`config.mk`:
```
export PLATFORM = sky130hd
export DESIGN_NAME = exi_core
export DESIGN_NICKNAME = d
export VERILOG_FILES = /design/src/core/exi_pkg.sv /design/src/core/exi_gate.sv /design/src/core/exi_flag.sv /design/src/core/exi_core.sv
export SDC_FILE = /design/constraint.sdc
export NUM_CORES = 1
export LEC_CHECK = 0
export BUFFER_PORTS_ARGS = -buffer_cell sky130_fd_sc_hd__buf_2
export CORE_MARGIN = 2
export CORE_UTILIZATION = 54
export CTS_CLUSTER_SIZE = 20
export DETAILED_ROUTE_END_ITERATION = 12
export PLACE_DENSITY = 0.88
export SLEW_MARGIN = 20
export SYNTH_ARGS = -nofsm -noshare
export SYNTH_HDL_FRONTEND = slang
export SYNTH_SLANG_ARGS = --single-unit
```
`constraint.sdc`:
```
create_clock -name CLOCK_I -period 9.25 [get_ports CLOCK_I]
set_input_delay 0.925 -clock CLOCK_I [delete_from_list [all_inputs] [get_ports CLOCK_I]]
set_output_delay 0.925 -clock CLOCK_I [all_outputs]
set_load 0.01 [all_outputs]
```
`src/core/exi_pkg.sv`:
```
package exi_pkg;

    // stack slot size in bytes; each stacked item is one 32-bit word
    localparam logic [31:0] EXI_SLOT_BYTES = 32'h0000_0004;
    // vector table index is scaled by the slot size
    localparam int EXI_VEC_SHIFT = 2;
    // interrupt level that can never be masked
    localparam logic [4:0] EXI_NMI_LEVEL = 5'h10;
    // repeat loops of this many instructions or fewer accept nothing
    localparam logic [7:0] EXI_SHORT_LOOP = 8'h03;
    // tail of a long loop that blocks everything
    localparam logic [7:0] EXI_LOOP_TAIL = 8'h03;
    // position from the end that accepts address errors only
    localparam logic [7:0] EXI_LOOP_AE_ONLY = 8'h04;
    // reset values
    localparam logic [31:0] EXI_RST_WORD = 32'h0000_0000;
    localparam logic [7:0] EXI_RST_VEC = 8'h00;

    // entry sequencer states
    typedef enum logic [2:0] {
        EXI_IDLE = 3'b000,
        EXI_PUSH_STAT = 3'b001,
        EXI_PUSH_PC = 3'b010,
        EXI_VEC_RD = 3'b011,
        EXI_JUMP = 3'b100
    } exi_state_e;

    // what started the current entry
    typedef enum logic [2:0] {
        EXI_C_TRAP = 3'b000,
        EXI_C_SLOT = 3'b001,
        EXI_C_ILLEG = 3'b010,
        EXI_C_ADDR = 3'b011,
        EXI_C_IRQ = 3'b100
    } exi_cause_e;

    // one decoded instruction as seen by the exception logic
    typedef struct packed {
        logic undef; // undefined code
        logic pc_write; // rewrites the program counter
        logic dly_branch; // delayed branch
        logic int_dis; // interrupt-disabled load/store of control regs
        logic trap; // software_trap_instruction
        logic [7:0] trap_vec; // vector number of the trap
        logic [31:0] pc; // start address of this instruction
        logic [31:0] next_pc; // address of the following instruction
        logic [31:0] br_target; // branch target when dly_branch
    } exi_dec_s;

    // hardware repeat loop context for the decoded instruction
    typedef struct packed {
        logic active; // instruction belongs to a running loop
        logic [15:0] repeat_count; // remaining iterations
        logic [7:0] len; // instructions in the loop body
        logic [7:0] pos; // position in body, 0 is first
    } exi_rpt_s;

endpackage

```
`src/core/exi_gate.sv`:
```
`timescale 1ns/100ps
module exi_gate
    import exi_pkg::*;
(
    input wire logic in_slot_i, // decoded instruction sits in a delay slot
    input wire logic after_dis_i, // previous one was interrupt-disabled
    input wire exi_rpt_s rpt_i, // repeat loop context
    output logic ok_ae_o, // address errors may be taken here
    output logic ok_irq_o // interrupts may be taken here
);

    // acceptance windows; a zero repeat count means normal execution
    always_comb begin
        ok_ae_o = 1'b1;
        ok_irq_o = 1'b1;
        if (rpt_i.active && rpt_i.repeat_count != 16'h0000) begin // RQ15
            if (rpt_i.len <= EXI_SHORT_LOOP) begin
                ok_ae_o = 1'b0; // RQ12
                ok_irq_o = 1'b0; // RQ12
            end else if (rpt_i.pos == 8'h00 || rpt_i.pos >= rpt_i.len - EXI_LOOP_TAIL) begin
                ok_ae_o = 1'b0; // RQ13
                ok_irq_o = 1'b0; // RQ13
            end else if (rpt_i.pos == rpt_i.len - EXI_LOOP_AE_ONLY) begin
                ok_irq_o = 1'b0; // RQ14
            end
        end
        // RQ15 falls out of the count test above
        if (after_dis_i) begin
            ok_irq_o = 1'b0; // RQ9
        end
        if (in_slot_i) begin
            ok_ae_o = 1'b0; // RQ8
            ok_irq_o = 1'b0; // RQ8
        end
    end

endmodule // exi_gate

```
`src/core/exi_flag.sv`:
```
`timescale 1ns/100ps
module exi_flag
    import exi_pkg::*;
(
    input wire logic clk_i, // core clock
    input wire logic rst_i, // async reset, active high
    input wire logic ce_i, // clock enable
    input wire logic set_i, // event
    input wire logic clr_i, // consume
    output logic flag_o // pending
);

    typedef struct packed {
        logic flag; // sticky pending bit
    } exi_flag_s;

    exi_flag_s s_q;
    exi_flag_s s_d;

    // set beats clear so an event in the consume cycle survives
    always_comb begin
        s_d = s_q;
        if (clr_i) begin
            s_d.flag = 1'b0;
        end
        if (set_i) begin
            s_d.flag = 1'b1; // RQ7
        end
    end

    // state register
    always_ff @(posedge clk_i or posedge rst_i) begin
        if (rst_i) begin
            s_q <= '0;
        end else if (ce_i) begin
            s_q <= s_d;
        end
    end

    assign flag_o = s_q.flag;

endmodule // exi_flag

```
`src/core/exi_core.sv`:
```
`timescale 1ns/100ps
// Notes on behaviour
// (RQ1) trap pushes status, next address, jumps vector
// (RQ2) undefined code in delay slot: illegal-slot
// (RQ3) pc-rewriting instruction in slot: illegal-slot
// (RQ4) illegal-slot returns to preceding branch target
// (RQ5) undefined code elsewhere returns to itself
// (RQ6) return address at sp, status above
// (RQ7) blocked address errors stay pending
// (RQ8) delay slot decode accepts nothing
// (RQ9) after interrupt-disabled: address errors only
// (RQ10) control/system loads, stores are interrupt-disabled
// (RQ11) listed jumps, branches, returns are delayed
// (RQ12) loops up to three accept nothing
// (RQ13) long loop first, last three block all
// (RQ14) long loop fourth-from-last: address errors only
// (RQ15) zero repeat count restores normal acceptance
// (RQ16) software keeps stack pointer word aligned
// (RQ17) software keeps vector base word aligned
// (RQ18) stacking error gives one address-error entry
// (RQ19) misaligned stack writes still issue, sp -4
// (RQ20) no manual reset during sensitive register access
// (RQ21) nmi always; others above mask level
// (RQ22) address error taken after instruction completes
// (RQ23) handler at vector base plus four*vector
// (RQ24) address error beats interrupt at decode
module exi_core
    import exi_pkg::*;
#(
    parameter logic [7:0] SLOT_VEC = 8'h06, // illegal-slot vector
    parameter logic [7:0] ILLEG_VEC = 8'h04, // general illegal vector
    parameter logic [7:0] ADDR_VEC = 8'h09 // address error vector
)
(
    input wire logic CLOCK_I, // core clock, 250 MHz
    input wire logic RST_I, // async reset, active high
    input wire logic CE_I, // clock enable, freezes all state
    input wire logic DEC_VALID_I, // one instruction decoded this cycle
    input wire exi_dec_s DEC_I, // decoded instruction class
    input wire exi_rpt_s RPT_I, // repeat loop context
    input wire logic ADDR_ERR_I, // address error from finished instruction
    input wire logic IRQ_REQ_I, // interrupt request level
    input wire logic [4:0] IRQ_LEVEL_I, // request priority, 16 is nmi
    input wire logic [7:0] IRQ_VEC_I, // request vector number
    input wire logic [3:0] MASK_I, // interrupt_mask_level
    input wire logic [31:0] SAVED_STATUS_WORD_I, // status word to push
    input wire logic [31:0] SP_I, // current stack pointer
    input wire logic [31:0] VECTOR_TABLE_BASE_I, // base of the vector table
    output logic MEM_REQ_O, // memory request, held until ack
    output logic MEM_WE_O, // write when high
    output logic [31:0] MEM_ADDR_O, // byte address
    output logic [31:0] MEM_WDATA_O, // write data
    input wire logic MEM_ACK_I, // memory done
    input wire logic MEM_AERR_I, // address error on this cycle, with ack
    input wire logic [31:0] MEM_RDATA_I, // read data, with ack
    output logic BUSY_O, // entry running, decode must stall
    output logic JUMP_O, // pulse: jump to JUMP_PC_O
    output logic [31:0] JUMP_PC_O, // handler address
    output logic SP_WE_O, // pulse: load SP_O into stack pointer
    output logic [31:0] SP_O, // stack pointer after stacking
    output logic IRQ_ACK_O // pulse: interrupt accepted
);

    ////////////////////////////////////////////////////////////////////
    // state

    typedef struct packed {
        exi_state_e st; // sequencer state
        exi_cause_e cause; // cause of the running entry
        logic [31:0] saved_status_word; // captured status word
        logic [31:0] ret_pc; // return address to push
        logic [31:0] sp; // working stack pointer
        logic [31:0] vector_table_base; // captured vector base
        logic [7:0] vec; // vector number
        logic stk_err; // address error seen while stacking
        logic nested; // entry made for a stacking error
        logic in_slot; // last decode was a delayed branch
        logic after_dis; // last decode was interrupt-disabled
        logic [31:0] slot_target; // target of that delayed branch
        logic mem_req; // bus request
        logic mem_we; // bus write
        logic [31:0] mem_addr; // bus address
        logic [31:0] mem_wdata; // bus data
        logic busy; // decode stall
        logic jump; // jump pulse
        logic [31:0] jump_pc; // jump address
        logic sp_we; // stack pointer load pulse
        logic irq_ack; // interrupt accepted pulse
    } exi_core_s;

    exi_core_s s_q;
    exi_core_s s_d;

    logic ok_ae; // gate: address errors allowed here
    logic ok_irq; // gate: interrupts allowed here
    logic ae_pend; // address error waiting for a boundary
    logic irq_ok; // request passes the mask
    logic dec_go; // decode boundary that we may act on
    logic slot_bad; // illegal-slot condition
    logic take_ae; // address error taken now
    logic take_irq; // interrupt taken now
    logic ae_clr; // consume the pending address error

    ////////////////////////////////////////////////////////////////////
    // helpers

    // handler fetch address for a vector number
    function automatic logic [31:0] vec_addr(input logic [31:0] base, input logic [7:0] v);
        vec_addr = base + {22'h000000, v, 2'b00}; // RQ23
    endfunction

    // acceptance windows from slot, disabled-instruction and loop context
    exi_gate u_gate (
        .in_slot_i(s_q.in_slot),
        .after_dis_i(s_q.after_dis),
        .rpt_i(RPT_I),
        .ok_ae_o(ok_ae),
        .ok_irq_o(ok_irq)
    );

    // address error raised after its instruction waits for a boundary
    exi_flag u_ae (
        .clk_i(CLOCK_I),
        .rst_i(RST_I),
        .ce_i(CE_I),
        .set_i(ADDR_ERR_I), // RQ22
        .clr_i(ae_clr),
        .flag_o(ae_pend)
    );

    ////////////////////////////////////////////////////////////////////
    // acceptance at the decode boundary

    always_comb begin
        irq_ok = IRQ_REQ_I && (IRQ_LEVEL_I == EXI_NMI_LEVEL ||
                 IRQ_LEVEL_I > {1'b0, MASK_I}); // RQ21
        dec_go = DEC_VALID_I && s_q.st == EXI_IDLE;
        slot_bad = s_q.in_slot && (DEC_I.undef || DEC_I.pc_write); // RQ2 RQ3
        take_ae = dec_go && ae_pend && ok_ae; // RQ7 RQ24
        take_irq = dec_go && !take_ae && irq_ok && ok_irq; // RQ24
        // a stacking-error entry swallows any address error already pending when it starts
        ae_clr = take_ae || (s_q.st == EXI_JUMP && s_q.stk_err && !s_q.nested); // RQ18
    end

    ////////////////////////////////////////////////////////////////////
    // entry sequencer

    always_comb begin
        s_d = s_q;
        s_d.jump = 1'b0;
        s_d.sp_we = 1'b0;
        s_d.irq_ack = 1'b0;
        unique case (s_q.st)
            EXI_IDLE: begin
                if (dec_go) begin
                    // default: plain instruction updates slot tracking
                    s_d.in_slot = DEC_I.dly_branch; // RQ11
                    s_d.after_dis = DEC_I.int_dis; // RQ10
                    s_d.slot_target = DEC_I.br_target;
                    s_d.st = EXI_PUSH_STAT;
                    s_d.nested = 1'b0;
                    s_d.stk_err = 1'b0;
                    s_d.ret_pc = DEC_I.pc;
                    if (take_ae) begin
                        s_d.cause = EXI_C_ADDR; // RQ22
                        s_d.vec = ADDR_VEC;
                    end else if (take_irq) begin
                        s_d.cause = EXI_C_IRQ;
                        s_d.vec = IRQ_VEC_I;
                        s_d.irq_ack = 1'b1;
                    end else if (slot_bad) begin
                        s_d.cause = EXI_C_SLOT;
                        s_d.vec = SLOT_VEC;
                        s_d.ret_pc = s_q.slot_target; // RQ4
                    end else if (DEC_I.undef) begin
                        s_d.cause = EXI_C_ILLEG;
                        s_d.vec = ILLEG_VEC;
                        s_d.ret_pc = DEC_I.pc; // RQ5
                    end else if (DEC_I.trap) begin
                        s_d.cause = EXI_C_TRAP;
                        s_d.vec = DEC_I.trap_vec; // RQ1
                        s_d.ret_pc = DEC_I.next_pc; // RQ1
                    end else begin
                        s_d.st = EXI_IDLE;
                    end
                    if (s_d.st == EXI_PUSH_STAT) begin
                        // handler's first instruction is never in a slot
                        s_d.in_slot = 1'b0;
                        s_d.after_dis = 1'b0;
                        s_d.busy = 1'b1;
                        s_d.saved_status_word = SAVED_STATUS_WORD_I;
                        s_d.vector_table_base = VECTOR_TABLE_BASE_I;
                        // status word first, unaligned or not
                        s_d.sp = SP_I - EXI_SLOT_BYTES; // RQ19
                        s_d.mem_req = 1'b1;
                        s_d.mem_we = 1'b1;
                        s_d.mem_addr = SP_I - EXI_SLOT_BYTES; // RQ6
                        s_d.mem_wdata = SAVED_STATUS_WORD_I;
                    end
                end
            end
            EXI_PUSH_STAT: begin
                if (MEM_ACK_I) begin
                    // errors while stacking a stacking-error entry are ignored
                    s_d.stk_err = s_q.stk_err || (MEM_AERR_I && !s_q.nested); // RQ18
                    s_d.sp = s_q.sp - EXI_SLOT_BYTES; // RQ19
                    s_d.mem_addr = s_q.sp - EXI_SLOT_BYTES; // RQ6
                    s_d.mem_wdata = s_q.ret_pc;
                    s_d.st = EXI_PUSH_PC;
                end
            end
            EXI_PUSH_PC: begin
                if (MEM_ACK_I) begin
                    s_d.stk_err = s_q.stk_err || (MEM_AERR_I && !s_q.nested); // RQ18
                    s_d.mem_we = 1'b0;
                    s_d.mem_addr = vec_addr(s_q.vector_table_base, s_q.vec); // RQ23
                    s_d.mem_wdata = EXI_RST_WORD;
                    s_d.st = EXI_VEC_RD;
                end
            end
            EXI_VEC_RD: begin
                if (MEM_ACK_I) begin
                    // jump is immediate, no delay slot follows it
                    s_d.mem_req = 1'b0;
                    s_d.jump = 1'b1; // RQ1
                    s_d.jump_pc = MEM_RDATA_I;
                    s_d.sp_we = 1'b1; // RQ6
                    s_d.st = EXI_JUMP;
                end
            end
            EXI_JUMP: begin
                if (s_q.stk_err && !s_q.nested) begin
                    // one address-error entry after the original, never a loop
                    s_d.st = EXI_PUSH_STAT; // RQ18
                    s_d.nested = 1'b1;
                    s_d.stk_err = 1'b0;
                    s_d.cause = EXI_C_ADDR;
                    s_d.vec = ADDR_VEC;
                    s_d.ret_pc = s_q.jump_pc;
                    s_d.saved_status_word = SAVED_STATUS_WORD_I;
                    s_d.sp = s_q.sp - EXI_SLOT_BYTES;
                    s_d.mem_req = 1'b1;
                    s_d.mem_we = 1'b1;
                    s_d.mem_addr = s_q.sp - EXI_SLOT_BYTES;
                    s_d.mem_wdata = SAVED_STATUS_WORD_I;
                end else begin
                    s_d.st = EXI_IDLE;
                    s_d.busy = 1'b0;
                end
            end
            default: begin
                s_d.st = EXI_IDLE; // unused codes recover to idle
                s_d.busy = 1'b0;
                s_d.mem_req = 1'b0;
            end
        endcase
    end

    // state register
    always_ff @(posedge CLOCK_I or posedge RST_I) begin
        if (RST_I) begin
            s_q <= '0;
        end else if (CE_I) begin
            s_q <= s_d;
        end
    end

    assign MEM_REQ_O = s_q.mem_req;
    assign MEM_WE_O = s_q.mem_we;
    assign MEM_ADDR_O = s_q.mem_addr;
    assign MEM_WDATA_O = s_q.mem_wdata;
    assign BUSY_O = s_q.busy;
    assign JUMP_O = s_q.jump;
    assign JUMP_PC_O = s_q.jump_pc;
    assign SP_WE_O = s_q.sp_we;
    assign SP_O = s_q.sp;
    assign IRQ_ACK_O = s_q.irq_ack;
endmodule // exi_core

```
==> impl_summary.md <==
Clock network
Clock tree synthesis found a total of approximately 250 sinks. The post-CTS setup buffer count is 0. The source-to-sink clock delay at the later pin of the worst-skew pair is 560 ps.

The number of buffers added to fix hold violations after cts is 0. The clock passes through at most 3 buffers. The cell at the root of the clock tree is clkbuf_16.

The number of gates given a new drive strength after cts is 0. TritonCTS built the clock tree. The CTS H-tree depth is 1. The number of buffers created by CTS is 27. The clock-pin slew on the worst setup and hold paths is 60 ps.

Yosys
The post-synthesis cell count is ~1500. After synthesis, the cell types taking the most area are dfrtp_1 (40%), mux2_2 (12%), buf_4 (6.6%), xnor2_1 (2.8%), o21ai_0 (2.5%). The number of warnings reported in the yosys synthesis log is 0. The average instance area after synthesis is about 10 µm². The fraction of the yosys area taken by sequential cells is 0.397. dfrtp_1 takes more of the synthesized area than any other cell.

The number of synthesized flops with an enable pin is 0. Of the post-synthesis cell area, the dominant cell type holds 0.397. In this run, synthesis produced a sequential element count of 245. Among all flip-flop cells after synthesis, the most frequent one is dfrtp_1.

Summing every instance area after synthesis gives 15400 µm². The total nets after synthesis is 1858. In the synthesized netlist the async set-or-reset flop fraction comes to 1.00. The count of different cell masters after synthesis is 80.

Critical path
On the critical path the largest part of the delay comes from compound AO/OA/AOI/OAI gates. The worst setup path is captured at a flop. The critical path contains buffers and inverters numbering 3 combined. The worst endpoint required time is between 9000 and 10000 ps. The worst setup path is launched from a primary input.

Of all nets on the critical path, the largest fanout is 64. The cell with the most instances on the worst path is ha_1. The worst setup path is of the in2reg kind. In this design, the stage delay of the slowest critical-path cell is approximately 910 ps. The critical path arrival is 5300 ps. The critical path goes through buf_2 > inv_1 > ha_1 > nor2b_1 > nor3b_1 > xnor2_1 > ha_1 > a211o_1 > a31o_2 > a2111oi_2 > a2bb2oi_2 > a21o_1 > o21ai_4 > buf_4 > mux2_1. For this design, the slowest cell found on the critical path is a21o_1.

Power
The peak supply drop is approximately 0.24 mV. The static leakage is between 8 and 9 nW. In this run the power density over the cells is 319 nW/µm². Overall power consumption after layout is estimated at roughly 0.0057 W.

Global route
The first global-routing pass estimated between 70 and 80 mm of wire. For this run the aggregate overflow at the end of global routing stands at 0. The total global routing track utilization is 0.329. The number of antenna violations at the first check in global routing is 12. The via count of the first global-routing pass is between 10000 and 15000. Entering global routing, the biggest net connects roughly 100 pins.

Floorplan
The number of cell rows is 61. During I/O placement, the number of pins put on the boundary was 429. The die is 173 µm tall. The starting utilization of the core area is 0.553. The total core area is 27900 µm².

The die extent in x is around 170 µm. The die covers 30000 µm².

Run status
The run finished with clean final reports.

STA
The share of the clock period used by the worst path is 0.525. The maximum clock frequency is 206 MHz. The actual slew at the worst max-slew pin is 1170 ps. The setup-violating endpoint count in the final report is 0. The worst clock skew is 17.0 ps. The number of pins with negative max-slew slack in the final report is 0. The number of failing hold endpoints at the final stage is 0. The worst path in the final design needs a cycle of 4860 ps, including I/O delays and setup. Setup repair after global routing left no endpoint under its margin. Measured against its own limit, the worst slew margin works out to 0.221.

The final hold slack is 501 ps. Adding up every negative setup slack in the final design gives 0 ps.

Drt
The detailed-route via count is 13700. The count of nets left with antenna violations once routing finished came out at 0. After the first detailed-routing iteration, the DRC count stood at 1482. The first-pass iteration count of the detailed router is 6. The wire length reported by the detailed router is slightly above 50 mm. In the final routed layout, each cell accounts on average for approximately 23 µm.

The remaining design rule violation count is 0. The average vias per placed instance is approximately 6.2.

Final layout
The number of nets in the layout is roughly 2100. The number of cells in the finished layout apart from fillers is about 2200. The area overhead of the layout relative to synthesis is 15.6%.

After routing the design area is between 15000 and 20000 µm². The fraction of final layout cells sized beyond drive strength 1 is 0.406.

Placed design
Detailed placement finished with a half-perimeter wire length of approximately 37 mm. The cell count after placement is roughly 2100. The cell area after placement is about 17000 µm².

Input and output buffers added on the ports amount to 428. The final weighted congestion in routability-driven placement is 0.939.

Min path
The worst min-delay path class is reg2reg.

Run
Max-cap violations in this run came to 0.
[sequential cells by signal, summed over array words and instances (netlist names)]
| register | cells |
|---|---|
| s_q | 111 |
| IRQ_ACK_O | 1 |
| JUMP_O | 1 |
| JUMP_PC_O | 32 |
| MEM_REQ_O | 1 |
| MEM_ADDR_O | 32 |
| u_ae.flag_o | 1 |
| SP_O | 32 |
| MEM_WE_O | 1 |
| BUSY_O | 1 |
| MEM_WDATA_O | 32 |
[cell usage after synthesis, types with 38 or more instances]
cell type / instances
a21oi_1: 53
a22o_1: 38
buf_4: 136
clkbuf_1: 76
dfrtp_1: 245
inv_1: 46
mux2_2: 170
nand2_1: 70
nand3_1: 38
nor2_1: 64
nor3_1: 39
o21ai_0: 76
xnor2_1: 49
[power by group]
group	switching, W	total (W)	internal, W
Clock	0.000460	0.00116	0.000696
Combinational	0.00138	0.00248	0.00110
Sequential	0.000506	0.00207	0.00156
[through the flow]
stage / setup slack (ps) / util
after floorplan: 1600 / -
after global routing: 4020 / 0.639
after global placement: 3950 / 0.604
final: 4390 / 0.639
after detailed placement: 3880 / 0.604
after CTS: 4420 / 0.638
[worst paths after layout]
kind | start | to | slack (ps) | cells after the start
max | RPT_I[10] | MEM_ADDR_O[30]$_DFFE_PP0P_ | 4390 | 15
min reg2reg | MEM_WDATA_O[28]$_DFFE_PP0P_ | MEM_WDATA_O[28]$_DFFE_PP0P_ | 500 | 1
max in group asynchronous | RST_I | SP_O[29]$_DFFE_PP0P_ | 7340 | 3
min | MEM_WDATA_O[28]$_DFFE_PP0P_ | MEM_WDATA_O[28]$_DFFE_PP0P_ | 500 | 1
max reg2reg | s_q[278]$_DFFE_PP0P_ | MEM_ADDR_O[30]$_DFFE_PP0P_ | 5020 | 9
min in group asynchronous | RST_I | s_q[169]$_DFFE_PP0P_ | 510 | 2
[cell families after synthesis]
logic type,synth area share
fa+ha+maj,0.0207
mux,0.146
buf+inv,0.101
simple gates,0.119
compound gates,0.170
xor+xnor,0.0465
flops,0.397
[cells in the final DEF (no fill, tap or decap), types with 33 or more instances in the layout]
master and instances:
mux2_2 170, xnor2_1 49, mux2i_1 33, xor2_1 33, a31oi_1 34, nor2_1 61
a22o_1 38, nand2_1 68, nand3_1 38, inv_1 45, a21oi_1 53, o21ai_0 74
dfrtp_1 245, nor3_1 37, buf_2 428
[layer usage]
layer / global-route usage / vias to the layer above / part of all wire
li1: - / 6042 / -
met1: 0.447 / 6649 / 0.41
met2: 0.507 / 843 / 0.46
met3: 0.0778 / 139 / 0.098
met4: 0.139 / 2 / 0.037
met5: 0 / - / 0.00024
[worst reg2reg max path: cells and delay by family, from the launching register on]
family,cells,cell delay (ps)
mux,1,440
simple gates,2,670
flops,1,570
compound gates,4,1720
buf+inv,2,710
[final cells by class]
| class | count | area, µm² |
|---|---|---|
| sequential | 245 | 6130 |
| clock inverter | 9 | 163 |
| clock buffer | 38 | 777 |
| tap | 378 | 473 |
| timing repair buffer | 444 | 2270 |
| multi-input combinational | 1020 | 7830 |
| antenna | 11 | 27.5 |
| inverter | 47 | 184 |
| fill | 2277 | 10100 |
Power figures use the tool's default switching activity.
